[src/msm_pkg.sv]
// Functional notes
// - One symbol sequence per PDU, one HARQ packet
// - Single carrier uses ordinary single-carrier mapping
// - Split across carriers only for distributed units
// - Same MCS and MIMO for all segments
// - Cut sequence into unit-sized blocks
// - First block: lowest unit, lowest carrier
// - Ascending units, then next available carrier
// - Continue until every symbol is placed
// - Tone order inside unit as single carrier
// - Units indexed separately on each carrier
// - Guard subcarriers form whole physical units
// - Contiguous units may include guard units
// - Guard data only after both sides agree
// - HARQ feedback on primary or own secondary
// - Partial carrier omits uplink-serving control
// - Allocation info on primary or per carrier
package msm_pkg;
    localparam int NUM_CARRIERS = 4;
    localparam int CAR_W = 2;
    localparam int LRU_W = 8;
    localparam int CNT_W = 16;
    localparam int TONE_W = 6;
    localparam int PRU_W = 4;
    // Symbols that fill one logical_resource_unit
    localparam logic [TONE_W-1:0] SYM_PER_LRU = 6'h30;
    localparam logic [TONE_W-1:0] TONE_LAST = SYM_PER_LRU - 6'h01;
    // Subcarriers in one physical_resource_unit
    localparam logic [7:0] SC_PER_PRU = 8'h12;
    localparam logic [CNT_W-1:0] CNT_ONE = 16'h0001;
    localparam logic [LRU_W-1:0] LRU_ONE = 8'h01;

    typedef logic [NUM_CARRIERS-1:0] msm_mask_t;

    typedef struct packed {
        logic [CNT_W-1:0] numSymbols;
        logic distributed;
        logic [CAR_W-1:0] singleCarrier;
        logic [3:0] mcs;
        logic [2:0] mimo;
        logic [7:0] pduId;
        logic [NUM_CARRIERS-1:0][LRU_W-1:0] regionBase;
        logic [NUM_CARRIERS-1:0][LRU_W-1:0] regionLen;
    } msm_req_s;

    typedef struct packed {
        logic [31:0] data;
        logic [CAR_W-1:0] carrier;
        logic [LRU_W-1:0] logical_resource_unit;
        logic [TONE_W-1:0] tone;
        logic [7:0] pduId;
        logic [3:0] mcs;
        logic [2:0] mimo;
        logic lastSym;
    } msm_out_s;

    typedef struct packed {
        logic request;
        logic localCap;
        logic peerCap;
        logic ctrlRequest;
        logic [7:0] subcarriers;
    } msm_guard_s;

    typedef enum {MSM_IDLE, MSM_MAP} msm_state_e;

    // Lowest set carrier strictly above a start point; start -1 gives the lowest
    function automatic logic [CAR_W:0] msm_next_carrier(input msm_mask_t mask,
                                                        input int from);
        logic [CAR_W:0] pick;
        pick = {1'b1, {CAR_W{1'b0}}};
        for (int i = NUM_CARRIERS - 1; i >= 0; i--) begin
            if (mask[i] && i > from) begin
                pick = {1'b0, CAR_W'(i)};
            end
        end
        return pick;
    endfunction : msm_next_carrier
endpackage : msm_pkg

[src/msm_carrier_pick.sv]
`timescale 1ns/1ps
module msm_carrier_pick (
    input msm_pkg::msm_mask_t avail,
    input wire logic [msm_pkg::CAR_W-1:0] current,
    output logic [msm_pkg::CAR_W-1:0] first,
    output logic firstNone,
    output logic [msm_pkg::CAR_W-1:0] next,
    output logic nextNone
);
    import msm_pkg::*;

    wire [CAR_W:0] firstPick;
    wire [CAR_W:0] nextPick;

    // ====================================
    // Ascending logical carrier search
    // ====================================
    assign firstPick = msm_next_carrier(avail, -1);
    assign nextPick = msm_next_carrier(avail, int'(current));
    assign first = firstPick[CAR_W-1:0];
    assign firstNone = firstPick[CAR_W];
    assign next = nextPick[CAR_W-1:0];
    assign nextNone = nextPick[CAR_W];
endmodule : msm_carrier_pick

[src/msm_guard_ctrl.sv]
`timescale 1ns/1ps
module msm_guard_ctrl (
    input wire logic clock,
    input wire logic reset_n,
    input msm_pkg::msm_guard_s guard,
    output logic guardEnable,
    output logic [msm_pkg::PRU_W-1:0] guardPrus,
    output logic cruFromGuard,
    output logic guardFault
);
    import msm_pkg::*;

    logic guardEnable_reg;
    logic [PRU_W-1:0] guardPrus_reg;
    logic guardFault_reg;
    wire agreed;
    wire whole;
    wire [7:0] pruCount;
    wire enableNext;

    // ====================================
    // Guard resource admission
    // ====================================
    assign agreed = guard.request && guard.localCap && guard.peerCap;
    assign whole = (guard.subcarriers % SC_PER_PRU) == 8'h00;
    assign pruCount = guard.subcarriers / SC_PER_PRU;
    assign enableNext = agreed && whole && (pruCount != 8'h00);

    always_ff @(posedge clock) begin
        if (!reset_n) begin
            guardEnable_reg <= 1'b0;
            guardPrus_reg <= '0;
            guardFault_reg <= 1'b0;
        end else begin
            guardEnable_reg <= enableNext;
            guardPrus_reg <= enableNext ? pruCount[PRU_W-1:0] : '0;
            // Control on guard is refused and flagged
            guardFault_reg <= (guard.request && !whole) || guard.ctrlRequest;
        end
    end

    assign guardEnable = guardEnable_reg;
    assign guardPrus = guardPrus_reg;
    assign cruFromGuard = guardEnable_reg;
    assign guardFault = guardFault_reg;
endmodule : msm_guard_ctrl

[src/msm_mapper.sv]
`timescale 1ns/1ps
module msm_mapper (
    input wire logic clock,
    input wire logic reset_n,
    input wire logic reqValid,
    output logic reqReady,
    input msm_pkg::msm_req_s req,
    input wire logic symValid,
    output logic symReady,
    input wire logic [31:0] symData,
    output logic outValid,
    input wire logic outReady,
    output msm_pkg::msm_out_s outSym,
    output logic allocError,
    output logic busy,
    input wire logic [msm_pkg::CAR_W-1:0] primaryCarrier,
    input msm_pkg::msm_mask_t fullyConfigured,
    input wire logic allocOnPrimary,
    output msm_pkg::msm_mask_t ulCtrlPresent,
    output msm_pkg::msm_mask_t allocInfoCarriers,
    output logic [msm_pkg::CAR_W-1:0] harqFbCarrier,
    input msm_pkg::msm_guard_s guard,
    output logic guardEnable,
    output logic [msm_pkg::PRU_W-1:0] guardPrus,
    output logic cruFromGuard,
    output logic guardFault
);
    import msm_pkg::*;

    // ====================================
    // State
    // ====================================
    msm_state_e state_reg;
    msm_state_e state_next;
    logic [CNT_W-1:0] remain_reg;
    logic [TONE_W-1:0] tone_reg;
    logic [LRU_W-1:0] lruOff_reg;
    logic [CAR_W-1:0] carrier_reg;
    msm_mask_t avail_reg;
    msm_mask_t used_reg;
    logic [NUM_CARRIERS-1:0][LRU_W-1:0] base_reg;
    logic [NUM_CARRIERS-1:0][LRU_W-1:0] len_reg;
    logic [3:0] mcs_reg;
    logic [2:0] mimo_reg;
    logic [7:0] pduId_reg;
    msm_out_s out_reg;
    logic outValid_reg;
    logic allocError_reg;
    msm_mask_t ulCtrl_reg;
    msm_mask_t allocInfo_reg;
    logic [CAR_W-1:0] harq_reg;

    // ====================================
    // Request decode
    // ====================================
    msm_mask_t reqAvail;
    msm_mask_t singleMask;
    logic [CNT_W-1:0] lruNeeded;
    logic [CNT_W-1:0] lruOffered;
    wire reqTake;
    wire reqFits;
    wire [CAR_W-1:0] firstCarrier;
    wire firstNone;
    wire [CAR_W-1:0] nextCarrier;
    wire nextNone;
    wire [CAR_W-1:0] startCarrier;
    wire [CAR_W-1:0] startPick;
    wire startNone;

    // One-hot carrier decode, shared by several masks
    function automatic msm_mask_t msm_one_hot(input logic [CAR_W-1:0] idx);
        msm_mask_t mask;
        mask = '0;
        mask[idx] = 1'b1;
        return mask;
    endfunction : msm_one_hot

    assign singleMask = msm_one_hot(req.singleCarrier);

    // Non-distributed allocations stay on one carrier
    generate
        for (genvar c = 0; c < NUM_CARRIERS; c++) begin : g_avail
            assign reqAvail[c] = req.distributed ? (req.regionLen[c] != '0)
                                                 : singleMask[c] && (req.regionLen[c] != '0);
        end
    endgenerate

    // Units offered over all usable carriers
    always_comb begin
        lruOffered = '0;
        for (int c = 0; c < NUM_CARRIERS; c++) begin
            if (reqAvail[c]) begin
                lruOffered = lruOffered + CNT_W'(req.regionLen[c]);
            end
        end
    end

    // ====================================
    // Capacity check
    // ====================================
    wire reqEmpty;
    wire reqRoom;
    wire reqAccept;

    // Whole unit count, last unit may be part filled
    assign lruNeeded = CNT_W'((32'(req.numSymbols) + 32'(TONE_LAST)) / 32'(SYM_PER_LRU));
    assign reqEmpty = (req.numSymbols == '0);
    // Too few units is refused, never wrapped
    assign reqRoom = (lruNeeded <= lruOffered);
    assign reqFits = !reqEmpty && reqRoom;
    assign reqTake = reqValid && (state_reg == MSM_IDLE);
    assign reqReady = (state_reg == MSM_IDLE);

    msm_carrier_pick u_start (
        .avail(reqAvail),
        .current(primaryCarrier),
        .first(startPick),
        .firstNone(startNone),
        .next(),
        .nextNone()
    );

    assign startCarrier = startPick;
    assign reqAccept = reqTake && reqFits && !startNone;

    // ====================================
    // Symbol placement
    // ====================================
    wire symTake;
    wire lruEnd;
    wire regionEnd;
    wire lastSym;
    wire outFree;

    msm_carrier_pick u_walk (
        .avail(avail_reg),
        .current(carrier_reg),
        .first(firstCarrier),
        .firstNone(firstNone),
        .next(nextCarrier),
        .nextNone(nextNone)
    );

    assign outFree = !outValid_reg || outReady;
    assign symReady = (state_reg == MSM_MAP) && outFree;
    assign symTake = symValid && symReady;
    assign lruEnd = (tone_reg == TONE_LAST);
    assign regionEnd = lruEnd && ((lruOff_reg + LRU_ONE) == len_reg[carrier_reg]);
    assign lastSym = (remain_reg == CNT_ONE);

    always_comb begin
        state_next = state_reg;
        unique case (state_reg)
            MSM_IDLE: begin
                if (reqAccept) begin
                    state_next = MSM_MAP;
                end
            end
            MSM_MAP: begin
                if (symTake && lastSym) begin
                    state_next = MSM_IDLE;
                end
            end
        endcase
    end

    always_ff @(posedge clock) begin
        if (!reset_n) begin
            state_reg <= MSM_IDLE;
        end else begin
            state_reg <= state_next;
        end
    end

    // Per-PDU context, fixed for every segment
    always_ff @(posedge clock) begin
        if (!reset_n) begin
            remain_reg <= '0;
            avail_reg <= '0;
            base_reg <= '0;
            len_reg <= '0;
            mcs_reg <= '0;
            mimo_reg <= '0;
            pduId_reg <= '0;
        end else if (reqAccept) begin
            remain_reg <= req.numSymbols;
            avail_reg <= reqAvail;
            base_reg <= req.regionBase;
            len_reg <= req.regionLen;
            mcs_reg <= req.mcs;
            mimo_reg <= req.mimo;
            pduId_reg <= req.pduId;
        end else if (symTake) begin
            remain_reg <= remain_reg - CNT_ONE;
        end
    end

    // Tone, unit and carrier walk
    always_ff @(posedge clock) begin
        if (!reset_n) begin
            tone_reg <= '0;
            lruOff_reg <= '0;
            carrier_reg <= '0;
        end else if (reqTake) begin
            tone_reg <= '0;
            lruOff_reg <= '0;
            carrier_reg <= startCarrier;
        end else if (symTake) begin
            tone_reg <= lruEnd ? '0 : tone_reg + 6'h01;
            if (regionEnd) begin
                lruOff_reg <= '0;
                carrier_reg <= nextNone ? carrier_reg : nextCarrier;
            end else if (lruEnd) begin
                lruOff_reg <= lruOff_reg + LRU_ONE;
            end
        end
    end

    // ====================================
    // Output stage
    // ====================================
    msm_out_s outNext;

    always_comb begin
        outNext.data = symData;
        outNext.carrier = carrier_reg;
        outNext.logical_resource_unit = base_reg[carrier_reg] + lruOff_reg;
        outNext.tone = tone_reg;
        outNext.pduId = pduId_reg;
        outNext.mcs = mcs_reg;
        outNext.mimo = mimo_reg;
        outNext.lastSym = lastSym;
    end

    always_ff @(posedge clock) begin
        if (!reset_n) begin
            out_reg <= '0;
            outValid_reg <= 1'b0;
        end else if (symTake) begin
            out_reg <= outNext;
            outValid_reg <= 1'b1;
        end else if (outReady) begin
            outValid_reg <= 1'b0;
        end
    end

    assign outValid = outValid_reg;
    assign outSym = out_reg;
    assign busy = (state_reg == MSM_MAP) || outValid_reg;

    // ====================================
    // Allocation error
    // ====================================
    wire errNext;

    // Held until the next descriptor is taken
    assign errNext = !reqFits || startNone;

    always_ff @(posedge clock) begin
        if (!reset_n) begin
            allocError_reg <= 1'b0;
        end else if (reqTake) begin
            allocError_reg <= errNext;
        end
    end

    assign allocError = allocError_reg;

    // ====================================
    // Carrier control placement
    // ====================================
    msm_mask_t primaryMask;
    msm_mask_t carrierMask;
    msm_mask_t usedFinal;
    msm_mask_t secondaryUsed;
    msm_mask_t allocInfoNext;
    wire primaryUsed;
    wire manySecondary;
    wire [CAR_W-1:0] harqNext;

    assign primaryMask = msm_one_hot(primaryCarrier);
    assign carrierMask = msm_one_hot(carrier_reg);
    // Final symbol's carrier counts before used_reg catches up
    assign usedFinal = used_reg | carrierMask;
    assign secondaryUsed = usedFinal & ~primaryMask;
    assign primaryUsed = (usedFinal & primaryMask) != '0;
    assign manySecondary = $countones(secondaryUsed) > 1;
    assign harqNext = (primaryUsed || manySecondary) ? primaryCarrier : carrier_reg;
    assign allocInfoNext = allocOnPrimary ? primaryMask : avail_reg;

    // Carriers touched so far by this PDU
    always_ff @(posedge clock) begin
        if (!reset_n) begin
            used_reg <= '0;
        end else if (reqTake) begin
            used_reg <= '0;
        end else if (symTake) begin
            used_reg <= usedFinal;
        end
    end

    // Partially configured carriers drop uplink-serving control
    always_ff @(posedge clock) begin
        if (!reset_n) begin
            ulCtrl_reg <= '0;
        end else begin
            ulCtrl_reg <= fullyConfigured;
        end
    end

    // Allocation info follows primary or carrier set
    always_ff @(posedge clock) begin
        if (!reset_n) begin
            allocInfo_reg <= '0;
        end else begin
            allocInfo_reg <= allocInfoNext;
        end
    end

    // PDU on a single secondary only answers on its own carrier; several secondaries answer on primary
    always_ff @(posedge clock) begin
        if (!reset_n) begin
            harq_reg <= '0;
        end else if (symTake && lastSym) begin
            harq_reg <= harqNext;
        end
    end

    assign ulCtrlPresent = ulCtrl_reg;
    assign allocInfoCarriers = allocInfo_reg;
    assign harqFbCarrier = harq_reg;

    // ====================================
    // Guard resource
    // ====================================
    msm_guard_ctrl u_guard (
        .clock(clock),
        .reset_n(reset_n),
        .guard(guard),
        .guardEnable(guardEnable),
        .guardPrus(guardPrus),
        .cruFromGuard(cruFromGuard),
        .guardFault(guardFault)
    );
endmodule : msm_mapper

[config.mk]
export PLATFORM = sky130hd
export DESIGN_NAME = msm_mapper
export DESIGN_NICKNAME = d
export VERILOG_FILES = /design/src/msm_pkg.sv /design/src/msm_carrier_pick.sv /design/src/msm_guard_ctrl.sv /design/src/msm_mapper.sv
export SDC_FILE = /design/constraint.sdc
export NUM_CORES = 1
export LEC_CHECK = 0
export ABC_AREA = 1
export BUFFER_PORTS_ARGS = -buffer_cell sky130_fd_sc_hd__buf_2
export CAP_MARGIN = 40
export CELL_PAD_IN_SITES_DETAIL_PLACEMENT = 0
export CELL_PAD_IN_SITES_GLOBAL_PLACEMENT = 1
export CORE_MARGIN = 4
export CORE_UTILIZATION = 35
export CTS_CLUSTER_SIZE = 28
export DETAILED_ROUTE_END_ITERATION = 10
export GPL_TIMING_DRIVEN = 0
export PLACE_DENSITY = 0.79
export SLEW_MARGIN = 20
export SYNTH_ARGS = -nofsm -noshare
export SYNTH_HDL_FRONTEND = slang
export SYNTH_SLANG_ARGS = --single-unit
[constraint.sdc]
create_clock -name clock -period 7.7 [get_ports clock]
set_input_delay 1.54 -clock clock [delete_from_list [all_inputs] [get_ports clock]]
set_output_delay 1.54 -clock clock [all_outputs]
set_load 0.1 [all_outputs]
==> load_flow_metrics.sql, run 1 <==
INSERT INTO impl_metrics (metric_group, metric, value, unit) VALUES
('status', 'status', 'finished clean', ''),
('placed_design', 'dpl_cell_area', '0.01269', 'mm^2'),
('sta', 'fin_hold_ws', '458.2', 'ps'),
('setup_path', 'critPathSlowestCell', 'sky130_fd_sc_hd__fa_1', ''),
('sta', 'fmaxAchievable', '136.9', 'MHz'),
('job', 'maxCapViolations', '0', ''),
('placed_design', 'gp_congestion', '0.9044', ''),
('placed_design', 'detailedPlacementHpwl', '28660', 'um'),
('clock_network', 'path_clk_slew', '60', 'ps'),
('grt', 'grt_pass1_vias', '10440', ''),
('logic_synthesis', 'synth_cells', '1570', ''),
('sta', 'setup_skew', '14.68', 'ps'),
('clock_network', 'numCtsBuffers', '22', ''),
('detailed_routing', 'drt_initial_violations', '578', ''),
('logic_synthesis', 'synthDistinctLibCells', '52', ''),
('floorplan', 'floorplan.io_pins', '240', ''),
('floorplan', 'chipWidth', '185.4', 'um'),
('logic_synthesis', 'synth_area', '0.01101', 'mm^2'),
('setup_path', 'r2r_slack', '4200', 'ps'),
('final_layout', 'layout-drive-gt1-share', '0.1883', ''),
('setup_path', 'max_stage_delay', '490', 'ps'),
('grt', 'grt_start_max_net_pins', '14', ''),
('final_layout', 'final_area', '0.01351', 'mm^2'),
('logic_synthesis', 'postSynthAreaPerCell', '7.012', 'um^2'),
('sta', 'tightest_slew', '865.8', 'ps'),
('logic_synthesis', 'synth_top_area_share', '0.3673', ''),
('sta', 'post-route-min-period', '7303', 'ps'),
('detailed_routing', 'dr_total_vias', '11200', ''),
('placed_design', 'port-buffer-count', '237', ''),
('floorplan', 'core_area', '0.03083', 'mm^2'),
('setup_path', 'worst_ep_arrival_time', '7670', 'ps'),
('floorplan', 'starting_density_of_the_core', '0.3571', ''),
('final_layout', 'largest_register_ffs', '64', ''),
('power_and_ir_drop', 'power.leakage', '6.245', 'nW'),
('clock_network', 'cts.root.buffer_cell', 'sky130_fd_sc_hd__clkbuf_16', ''),
('grt', 'antenna_found_initial', '1', ''),
('logic_synthesis', 'synth_warnings', '0', ''),
('detailed_routing', 'drc', '0', ''),
('logic_synthesis', 'synth.largest_area_cell', 'sky130_fd_sc_hd__dfxtp_1', ''),
('detailed_routing', 'antenna_left', '0', ''),
('logic_synthesis', 'synth-seq-area-share', '0.3673', ''),
('power_and_ir_drop', 'power_frac_clock', '0.294', ''),
('clock_network', 'clkLatencyLatePin', '510', 'ps'),
('power_and_ir_drop', 'power.switching_fraction', '0.3814', ''),
('sta', 'setup_total_negative_slack', '0', 'ps'),
('clock_network', 'cts-htree-levels', '1', ''),
('logic_synthesis', 'fraction_of_synthesis_flops_using_an_asynchronous_set_or_reset_pin', '0', ''),
('detailed_routing', 'wl_per_cell', '16.08', 'um'),
('worst_hold_path', 'timing.hold.worst.class', 'reg -> reg', ''),
('clock_network', 'clkSinkCount', '202', ''),
('floorplan', 'die_height', '185.4', 'um'),
('final_layout', 'n_antenna_cell', '0', ''),
('clock_network', 'cts_tree', 'done', ''),
('logic_synthesis', 'synth_nets', '1779', ''),
('setup_path', 'crit_required', '8070', 'ps'),
('setup_path', 'critPathMaxFanout', '10', ''),
('final_layout', 'fin_nets', '2043', ''),
('grt', 'overflow', '0', ''),
('grt', 'globalRouteTotalUtil', '0.1981', ''),
('detailed_routing', 'route.detailed.vias_per_inst', '4.989', ''),
('power_and_ir_drop', 'peak_supply_drop', '0.0001218', 'V'),
('clock_network', 'clock_tree.buffer_depth', '3', ''),
('floorplan', 'floorplan.rows', '64', ''),
('detailed_routing', 'wl', '36080', 'um'),
('sta', 'timing.final.crit_share', '0.9484', ''),
('sta', 'finalSetupViolations', '0', ''),
('final_layout', 'area.growth.synth_to_final', '22.73', '%'),
('logic_synthesis', 'yosys_most_used_dff', 'sky130_fd_sc_hd__dfxtp_1', ''),
('power_and_ir_drop', 'p_switching', '1.341', 'mW'),
('power_and_ir_drop', 'power.density_cell_area', '260.3', 'mW/mm^2'),
('setup_path', 'timing.setup.critical_path_class', 'in -> reg', '');
==> path summary, 6_finish.rpt <==
path | start | to | cells past startpoint
worst max-delay path | req[0] | remain_reg[13] | 37
worst min-delay path | len_reg[16] | len_reg[16] | 2
worst max register to register | carrier_reg[1] | outSym[29] | 13
worst min register to register | len_reg[16] | len_reg[16] | 2
==> what timing repair did <==
action | CTS | global route
hold endpoints to repair | 0 | 0
setup endpoints to repair | 101 | 101
resized for setup | 16 | 37
setup buffers | 0 | 2
pin swaps | 0 | 3
hold buffers | 0 | 0
==> placed cells by master (no fill, tap or decap), types with 18 or more instances in the layout <==
cell type,n
sky130_fd_sc_hd__a21oi_1,134
sky130_fd_sc_hd__a22oi_1,20
sky130_fd_sc_hd__buf_2,240
sky130_fd_sc_hd__clkbuf_1,52
sky130_fd_sc_hd__clkbuf_16,22
sky130_fd_sc_hd__dfxtp_1,202
sky130_fd_sc_hd__ha_1,50
sky130_fd_sc_hd__inv_1,142
sky130_fd_sc_hd__nand2_1,306
sky130_fd_sc_hd__nand3_1,38
sky130_fd_sc_hd__nor2_1,216
sky130_fd_sc_hd__nor3_1,18
sky130_fd_sc_hd__o21ai_0,140
sky130_fd_sc_hd__xnor2_1,18
sky130_fd_sc_hd__xor2_1,41
==> critical path: cells and delay by family <==
family / cells / cell delay, ps
buffers and inverters: 7 / 840
AOI/OAI and AO/OA: 11 / 1770
adders and majority gates: 5 / 1810
and+or+nand+nor: 12 / 1360
xor gates and xnor gates: 2 / 310
==> final cells by class <==
| cell class | instances | area (um^2) |
|---|---|---|
| fillers | 3210 | 17320 |
| repair buffers | 240 | 1212 |
| clock buffers | 33 | 641.9 |
| flip-flops and latches | 202 | 4044 |
| well taps | 396 | 495.5 |
| multi-input cells | 1144 | 6170 |
| inverters | 160 | 616.8 |
| plain buffers | 64 | 270.3 |
| clock inverters | 5 | 61.31 |
==> power groups by stage <==
stage               logic [mW]  registers [mW]  clock network (mW)
floorplan                0.739            1.42                   0
global placement          1.19            1.26                   0
detailed placement        1.21            1.27                   0
CTS                       1.22            1.24                1.07
global route              1.38            1.26                1.11
finish                    1.24            1.25                1.03
==> metrics by stage <==
step                      setup WS (ps)  cells  power, mW    util
after floorplan                   401.6   1570      2.156       -
after global placement            -1234   2203      2.453  0.4116
after detailed placement          -1287   2203      2.473  0.4116
after CTS                         9.584   2241      3.527  0.4351
after global routing             -69.32   2244      3.749  0.4383
final                             397.4   2244      3.517  0.4383
==> routing by layer <==
metal  share of wire  track usage  wire length, um  vias to the layer above
met4           0.019      0.04521              668                        2
met1            0.45       0.2653            16180                     5117
met5         0.00036            0               13                        -
met3           0.063      0.02828             2258                       48
li1                -            -                -                     5730
met2            0.47       0.3388            16960                      299
==> cells in the mapped netlist, types with 2 or more instances <==
master,n
sky130_fd_sc_hd__nand3_2,2
sky130_fd_sc_hd__a22oi_1,20
sky130_fd_sc_hd__o22ai_1,2
sky130_fd_sc_hd__clkinv_1,3
sky130_fd_sc_hd__o21ai_0,156
sky130_fd_sc_hd__o21a_1,3
sky130_fd_sc_hd__nand3_1,38
sky130_fd_sc_hd__o31ai_1,4
sky130_fd_sc_hd__o32ai_1,5
sky130_fd_sc_hd__xor2_1,41
sky130_fd_sc_hd__a211oi_1,7
sky130_fd_sc_hd__or2_2,4
sky130_fd_sc_hd__inv_2,15
sky130_fd_sc_hd__nor4_1,15
sky130_fd_sc_hd__and2_1,2
sky130_fd_sc_hd__nand2_2,11
sky130_fd_sc_hd__dfxtp_1,202
sky130_fd_sc_hd__a21oi_1,134
sky130_fd_sc_hd__xnor2_1,18
sky130_fd_sc_hd__o21bai_2,3
sky130_fd_sc_hd__o221ai_1,2
sky130_fd_sc_hd__a31oi_1,12
sky130_fd_sc_hd__nand2_1,307
sky130_fd_sc_hd__o21bai_1,10
sky130_fd_sc_hd__inv_1,142
sky130_fd_sc_hd__nor2_2,4
sky130_fd_sc_hd__o21ai_2,4
sky130_fd_sc_hd__a21oi_2,3
sky130_fd_sc_hd__buf_1,4
sky130_fd_sc_hd__a221oi_1,8
sky130_fd_sc_hd__nor2_1,217
sky130_fd_sc_hd__o211a_1,2
sky130_fd_sc_hd__nor3_1,18
sky130_fd_sc_hd__buf_4,2
sky130_fd_sc_hd__clkbuf_1,57
sky130_fd_sc_hd__nand4_1,10
sky130_fd_sc_hd__o211ai_1,9
sky130_fd_sc_hd__ha_1,50
sky130_fd_sc_hd__o21ai_1,7
sky130_fd_sc_hd__fa_1,5
==> logic make-up after synthesis <==
logic type	count (synthesis)	synth area share
buf+inv	224	0.07717
compound gates	396	0.2052
flops	202	0.3673
fa+ha+maj	55	0.06592
simple gates	633	0.2359
xor+xnor	60	0.04841
No activity file was read; power rests on OpenSTA's default activity.
==> run 2: changes to the inputs <==
- REMOVE_ABC_BUFFERS: default -> 1
==> run 2 against run 1 <==
Effect of this change:
- global-route usage decreased by 2.2 points
- setup slack improved by 94 ps
- critical path depth unchanged
- routed wire length decreased by 8.4%
- sequential power about the same
- critical endpoint is now len_reg[24]
- sequential share of layout area decreased by 0.15 points
- via count decreased by 3.1%
- maximum frequency increased by 1.3%
- total power increased by 1.0%
- flip-flop and latch count unchanged
- combinational power about the same
- register-to-register slack improved by 490 ps
==> load_flow_metrics.sql, run 2 (synthesized netlist as in run 1, its figures left out) <==
INSERT INTO impl_metrics (metric_group, metric, value, unit) VALUES
('final_layout', 'fin_nets', '2003', ''),
('grt', 'grt_start_max_net_pins', '89', ''),
('setup_path', 'setup.worst_path.start_class', 'input pin', ''),
('power_and_ir_drop', 'power_frac_clock', '0.296', ''),
('grt', 'globalRouteTotalUtil', '0.1766', ''),
('detailed_routing', 'drt_initial_violations', '540', ''),
('detailed_routing', 'wl_per_cell', '15.00', 'um'),
('clock_network', 'cts-htree-levels', '1', ''),
('power_and_ir_drop', 'power_report.internal_total', '2.211', 'mW'),
('setup_path', 'critical_path_destination', 'len_reg[24]', ''),
('sta', 'timing.final.hold_violations', '0', ''),
('floorplan', 'floorplan.rows', '64', ''),
('clock_network', 'numCtsBuffers', '22', ''),
('floorplan', 'core_area', '0.03083', 'mm^2'),
('detailed_routing', 'dr_total_vias', '10850', ''),
('grt', 'antenna_found_initial', '0', ''),
('setup_path', 'r2r_end', 'outSym[29]', ''),
('sta', 'fmaxAchievable', '138.7', 'MHz'),
('final_layout', 'multi_input_area', '0.006206', 'mm^2'),
('sta', 'timing.final.crit_share', '0.9362', ''),
('sta', 'finalSetupViolations', '0', ''),
('clock_network', 'path_clk_slew', '60', 'ps'),
('sta', 'tightest_slew', '1240', 'ps'),
('floorplan', 'chipWidth', '185.4', 'um'),
('placed_design', 'place_worst_setup_slack', '-1393', 'ps'),
('final_layout', 'layout.cells.most_common', 'sky130_fd_sc_hd__nand2_1', ''),
('setup_path', 'critPathMaxFanout', '66', ''),
('placed_design', 'port-buffer-count', '239', ''),
('worst_hold_path', 'timing.hold.worst.class', 'reg -> reg', ''),
('setup_path', 'critPathSlowestCell', 'sky130_fd_sc_hd__or3b_2', ''),
('sta', 'final_critical_path_setup_slack', '491.1', 'ps'),
('setup_path', 'timing.setup.critical_path_class', 'in -> reg', ''),
('final_layout', 'final_cell_mix', '305 x sky130_fd_sc_hd__nand2_1, 238 x sky130_fd_sc_hd__buf_2, 213 x sky130_fd_sc_hd__nor2_1', ''),
('placed_design', 'detailedPlacementHpwl', '23560', 'um'),
('setup_path', 'worst_setup_ep_type', 'flop', ''),
('clock_network', 'clkSinkCount', '202', ''),
('sta', 'slew_viol_final', '0', ''),
('setup_path', 'worst_setup_path_startpoint', 'req[0]', ''),
('setup_path', 'worst_ep_arrival_time', '7600', 'ps'),
('clock_network', 'cts.root.buffer_cell', 'sky130_fd_sc_hd__clkbuf_16', ''),
('setup_path', 'worst-r2r-cell-count', '14', ''),
('setup_path', 'r2r_slack', '4690', 'ps'),
('final_layout', 'area.growth.synth_to_final', '23.33', '%'),
('sta', 'fin_hold_ws', '457.7', 'ps'),
('floorplan', 'die_area', '0.03436', 'mm^2'),
('placed_design', 'placed_cells', '2149', ''),
('power_and_ir_drop', 'peak_supply_drop', '0.0001315', 'V'),
('final_layout', 'final-seq-area', '0.004044', 'mm^2'),
('placed_design', 'gp_congestion', '0.8821', ''),
('power_and_ir_drop', 'pwr-share-comb', '0.354', ''),
('sta', 'timing.slew.headroom', '0.1733', ''),
('sta', 'post-route-min-period', '7209', 'ps'),
('clock_network', 'post_cts_hold_buffer_count', '0', ''),
('clock_network', 'clkLatencyLatePin', '510', 'ps'),
('grt', 'grt_pass1_wl', '50410', 'um'),
('final_layout', 'utilization', '0.4404', ''),
('floorplan', 'floorplan.io_pins', '240', ''),
('grt', 'grt_pass1_vias', '9981', ''),
('power_and_ir_drop', 'power.share.sequential', '0.350', ''),
('detailed_routing', 'antenna_left', '0', ''),
('final_layout', 'n_antenna_cell', '0', ''),
('detailed_routing', 'route.detailed.vias_per_inst', '4.926', ''),
('final_layout', 'layout-drive-gt1-share', '0.2014', ''),
('detailed_routing', 'drtPass1Iterations', '4', ''),
('clock_network', 'clock_tree.buffer_depth', '3', ''),
('power_and_ir_drop', 'power.density_cell_area', '261.6', 'mW/mm^2'),
('detailed_routing', 'wl', '33040', 'um'),
('sta', 'setup_skew', '20.03', 'ps'),
('floorplan', 'starting_density_of_the_core', '0.3571', ''),
('setup_path', 'crit_required', '8090', 'ps'),
('status', 'status', 'finished clean', ''),
('power_and_ir_drop', 'power.leakage', '6.290', 'nW'),
('grt', 'overflow', '0', ''),
('clock_network', 'cts_tree', 'done', ''),
('setup_path', 'max_stage_delay', '450', 'ps'),
('detailed_routing', 'drc', '0', ''),
('power_and_ir_drop', 'p_switching', '1.341', 'mW'),
('floorplan', 'die_height', '185.4', 'um'),
('final_layout', 'largest_register_ffs', '64', ''),
('job', 'maxCapViolations', '0', ''),
('final_layout', 'final.fill_count', '3189', ''),
('power_and_ir_drop', 'power.switching_fraction', '0.3775', ''),
('final_layout', 'final-instance-count-excl-fill', '2203', ''),
('setup_path', 'regToRegStartpoint', 'carrier_reg[0]', '');
## run 2: changes by cell type in the layout (fill, tap and decap cells not counted), sizes merged
cell      before  now
clkbuf        87   28
buf          250  259
inv          157  161
clkinv         6    8
bufinv         2    3
clkinvlp       0    1
nand2        318  319
## run 2: what timing repair did
item	4_1_cts	5_1_grt
endpoints found under the setup margin	58	101
setup buffers	0	12
gates resized for setup	14	21
pin swaps	0	6
gates cloned	2	3
## run 2: cell type report
class	count	share of cell area
multi-input cells	1145	0.4571
flip-flops and latches	202	0.2978
repair buffers	259	0.1050
inverters	160	0.04773
clock buffers	28	0.04442
well taps	396	0.03649
clock inverters	9	0.008570
repair inverters	4	0.002949
## run 2: worst max-delay path: cells and delay by family
kind                       cells  cell delay (ps)
AOI/OAI and AO/OA              9             1220
adders and majority gates      4             1430
xor gates and xnor gates       2              320
buffers and inverters          7             1060
and+or+nand+nor               15             2010
## run 2: per-layer routing
metal / vias up / share of wire / global-route usage
li1: 5645 / - / -
met2: 243 / 0.47 / 0.3035
met5: - / 0 / 0
met3: 38 / 0.054 / 0.02042
met1: 4926 / 0.46 / 0.2394
met4: 0 / 0.017 / 0.03758
## run 2: how the worst min path moves through the flow
stage	from	to	slack, ps	cells after the start
CTS	mcs_reg[2]	outSym[6]	460	2
finish	mcs_reg[2]	outSym[6]	460	2
global route	outSym[41]	outSym[41]	470	2
floorplan	len_reg[25]	len_reg[25]	420	2
global placement	len_reg[16]	len_reg[16]	440	2
detailed placement	mcs_reg[2]	outSym[6]	450	2
## run 2: through the flow
step	cell area (um^2)	total power [mW]	TNS, ps
2_1_floorplan	10760	2.135	-97770
3_3_place_gp	12450	2.412	-410130
3_5_place_dp	12620	2.449	-70430
4_1_cts	13360	3.529	0
5_1_grt	13580	3.793	-31.21
6_report	13580	3.552	0
## run 2: power by group through the flow
stage               clock, mW  combinational (mW)  sequential (mW)
finish                   1.05                1.26             1.24
global route             1.12                1.41             1.26
CTS                      1.08                1.20             1.24
detailed placement          0                1.18             1.27
global placement            0                1.15             1.26
floorplan                   0               0.718             1.42
==> run 3: changes to the inputs <==
- GPL_TIMING_DRIVEN: 0 -> default
==> run 3 against run 2 <==
Effect of this change:
- clock skew fell by 7.5 ps
- setup slack improved by 110 ps
- die area stayed put
- register-to-register slack is essentially flat
- non-clock buffer count is 7 higher
- sequential power about the same
- maximum frequency increased by 1.6%
- worst hold slack gained 0.57 ps
- cell count is 0.23% higher
- sequential share of layout area up 0.19 points
- largest power group is now registers
- highest routed layer unchanged
==> load_flow_metrics.sql, run 3 (synthesized netlist as in run 1, its figures left out) <==
INSERT INTO impl_metrics (metric_group, metric, value, unit) VALUES
('job', 'maxCapViolations', '0', ''),
('clock_network', 'numCtsBuffers', '22', ''),
('setup_path', 'timing.setup.critical_path_class', 'in -> reg', ''),
('grt', 'grt_most_used_layer', 'met2', ''),
('detailed_routing', 'dr_total_vias', '10830', ''),
('sta', 'setup_skew', '12.54', 'ps'),
('detailed_routing', 'route.detailed.vias_per_inst', '4.904', ''),
('sta', 'rsz0062_at_grt', 'false', ''),
('final_layout', 'utilization', '0.4377', ''),
('clock_network', 'cts-htree-levels', '1', ''),
('floorplan', 'starting_density_of_the_core', '0.3571', ''),
('sta', 'timing.final.hold_violations', '0', ''),
('detailed_routing', 'drtPass1Iterations', '5', ''),
('floorplan', 'floorplan.io_pins', '240', ''),
('placed_design', 'place_worst_setup_slack', '53.06', 'ps'),
('sta', 'timing.final.crit_share', '0.9215', ''),
('placed_design', 'port-buffer-count', '239', ''),
('sta', 'fmaxAchievable', '140.9', 'MHz'),
('grt', 'grt_util_met2', '0.3068', ''),
('clock_network', 'path_clk_slew', '60', 'ps'),
('sta', 'setup_total_negative_slack', '0', 'ps'),
('setup_path', 'critPathSlowestCell', 'sky130_fd_sc_hd__ha_1', ''),
('setup_path', 'crit_required', '8080', 'ps'),
('clock_network', 'cts_setup_buffers', '0', ''),
('setup_path', 'worst_setup_ep_type', 'flop', ''),
('final_layout', 'fin_nets', '2005', ''),
('sta', 'slew_viol_final', '0', ''),
('sta', 'finalSetupViolations', '0', ''),
('grt', 'grt_util_met3', '0.02239', ''),
('placed_design', 'gp_congestion', '0.8812', ''),
('power_and_ir_drop', 'power_report.internal_total', '2.240', 'mW'),
('final_layout', 'layout-drive-gt1-share', '0.1970', ''),
('power_and_ir_drop', 'peak_supply_drop', '0.0001019', 'V'),
('sta', 'post-route-min-period', '7096', 'ps'),
('clock_network', 'cts_tree', 'done', ''),
('power_and_ir_drop', 'power.share.sequential', '0.350', ''),
('grt', 'globalRouteTotalUtil', '0.1786', ''),
('floorplan', 'core_area', '0.03083', 'mm^2'),
('grt', 'grt_start_max_net_pins', '91', ''),
('worst_hold_path', 'timing.hold.worst.class', 'reg -> reg', ''),
('grt', 'grt_pass1_vias', '10240', ''),
('status', 'status', 'finished clean', ''),
('detailed_routing', 'wl', '32410', 'um'),
('power_and_ir_drop', 'totalPowerFinal', '3.549', 'mW'),
('clock_network', 'clock_tree.buffer_depth', '3', ''),
('floorplan', 'die_height', '185.4', 'um'),
('power_and_ir_drop', 'power.leakage', '6.271', 'nW'),
('final_layout', 'largest_register_ffs', '64', ''),
('final_layout', 'final_cell_mix', '305 x sky130_fd_sc_hd__nand2_1, 238 x sky130_fd_sc_hd__buf_2, 216 x sky130_fd_sc_hd__nor2_1', ''),
('power_and_ir_drop', 'power_frac_clock', '0.310', ''),
('clock_network', 'post_cts_hold_buffer_count', '0', ''),
('final_layout', 'n_antenna_cell', '0', ''),
('clock_network', 'cts.root.buffer_cell', 'sky130_fd_sc_hd__clkbuf_16', ''),
('sta', 'timing.slew.headroom', '0.4726', ''),
('power_and_ir_drop', 'pwr-share-comb', '0.340', ''),
('clock_network', 'clkLatencyLatePin', '500', 'ps'),
('setup_path', 'setup.worst_path.start_class', 'input pin', ''),
('grt', 'grt_pass1_wl', '51120', 'um'),
('floorplan', 'chipWidth', '185.4', 'um'),
('detailed_routing', 'antenna_left', '0', ''),
('setup_path', 'critPathMaxFanout', '69', ''),
('placed_design', 'detailedPlacementHpwl', '24220', 'um'),
('detailed_routing', 'drc', '0', ''),
('setup_path', 'max_stage_delay', '380', 'ps'),
('clock_network', 'cts.repair.resized', '0', ''),
('detailed_routing', 'drt_initial_violations', '473', ''),
('grt', 'antenna_found_initial', '0', ''),
('final_layout', 'area.growth.synth_to_final', '22.56', '%'),
('power_and_ir_drop', 'p_switching', '1.309', 'mW'),
('setup_path', 'worst_ep_arrival_time', '7480', 'ps'),
('sta', 'tightest_slew', '791.0', 'ps'),
('power_and_ir_drop', 'power.switching_fraction', '0.3688', ''),
('sta', 'fin_hold_ws', '458.2', 'ps'),
('clock_network', 'clkSinkCount', '202', ''),
('power_and_ir_drop', 'power.density_cell_area', '263.0', 'mW/mm^2'),
('final_layout', 'layout.cells.most_common', 'sky130_fd_sc_hd__nand2_1', ''),
('grt', 'overflow', '0', ''),
('grt', 'groute.layer.met1.usage', '0.2435', ''),
('floorplan', 'die_area', '0.03436', 'mm^2'),
('floorplan', 'floorplan.rows', '64', ''),
('detailed_routing', 'wl_per_cell', '14.68', 'um'),
('sta', 'final_critical_path_setup_slack', '604.1', 'ps');
## run 3: changes by cell type in the layout (fill, tap and decap cells not counted), moves of 3 or more
| cell | delta |
|---|---|
| sky130_fd_sc_hd__buf_6 | -3 |
| sky130_fd_sc_hd__o21ai_0 | +10 |
| sky130_fd_sc_hd__clkinv_2 | +3 |
| sky130_fd_sc_hd__buf_4 | +9 |
| sky130_fd_sc_hd__o21ai_2 | -3 |
| sky130_fd_sc_hd__inv_2 | +3 |
| sky130_fd_sc_hd__nor2_1 | +3 |
| sky130_fd_sc_hd__o21ai_1 | -7 |
## run 3: power groups by stage
| stage | registers, mW | logic [mW] | clock network (mW) |
|---|---|---|---|
| floorplan | 1.42 | 0.718 | 0 |
| global route | 1.26 | 1.36 | 1.17 |
| CTS | 1.24 | 1.21 | 1.13 |
| finish | 1.24 | 1.21 | 1.10 |
| global placement | 1.26 | 1.19 | 0 |
| detailed placement | 1.27 | 1.21 | 0 |
## run 3: area by class of cell
class                   count  area (um^2)
repair buffers            266         1471
inverters                 160        600.6
clock buffers              28        614.3
multi-input cells        1144         6123
clock inverters            12        143.9
fillers                  3230        17340
flip-flops and latches    202         4044
well taps                 396        495.5
## run 3: path summary, 6_finish.rpt
path / startpoint / end / slack, ps / depth (start not counted)
max: req[80] / len_reg[0] / 600 / 38
min: base_reg[23] / base_reg[23] / 460 / 2
max reg2reg: carrier_reg[1] / outSym[29] / 4680 / 14
min reg2reg: base_reg[23] / base_reg[23] / 460 / 2
## run 3: critical path: cells and delay by family
| family | cells | cell delay (ps) |
|---|---|---|
| AND/OR/NAND/NOR | 9 | 1130 |
| adder cells (fa/ha/maj) | 4 | 1350 |
| XOR/XNOR | 3 | 430 |
| buffers and inverters | 7 | 790 |
| AO/OA/AOI/OAI | 15 | 2190 |
## run 3: layer usage
layer / wire length, um / vias up / share of wire
li1: - / 5644 / -
met1: 15510 / 4930 / 0.48
met2: 14840 / 223 / 0.46
met3: 1660 / 32 / 0.051
met4: 398 / 0 / 0.012
met5: 0 / - / 0
## run 3: per-stage QoR
step,cells,area [um^2]
2_1_floorplan,1506,10760
3_3_place_gp,2165,12680
3_5_place_dp,2167,12710
4_1_cts,2207,13470
5_1_grt,2208,13490
6_report,2208,13490
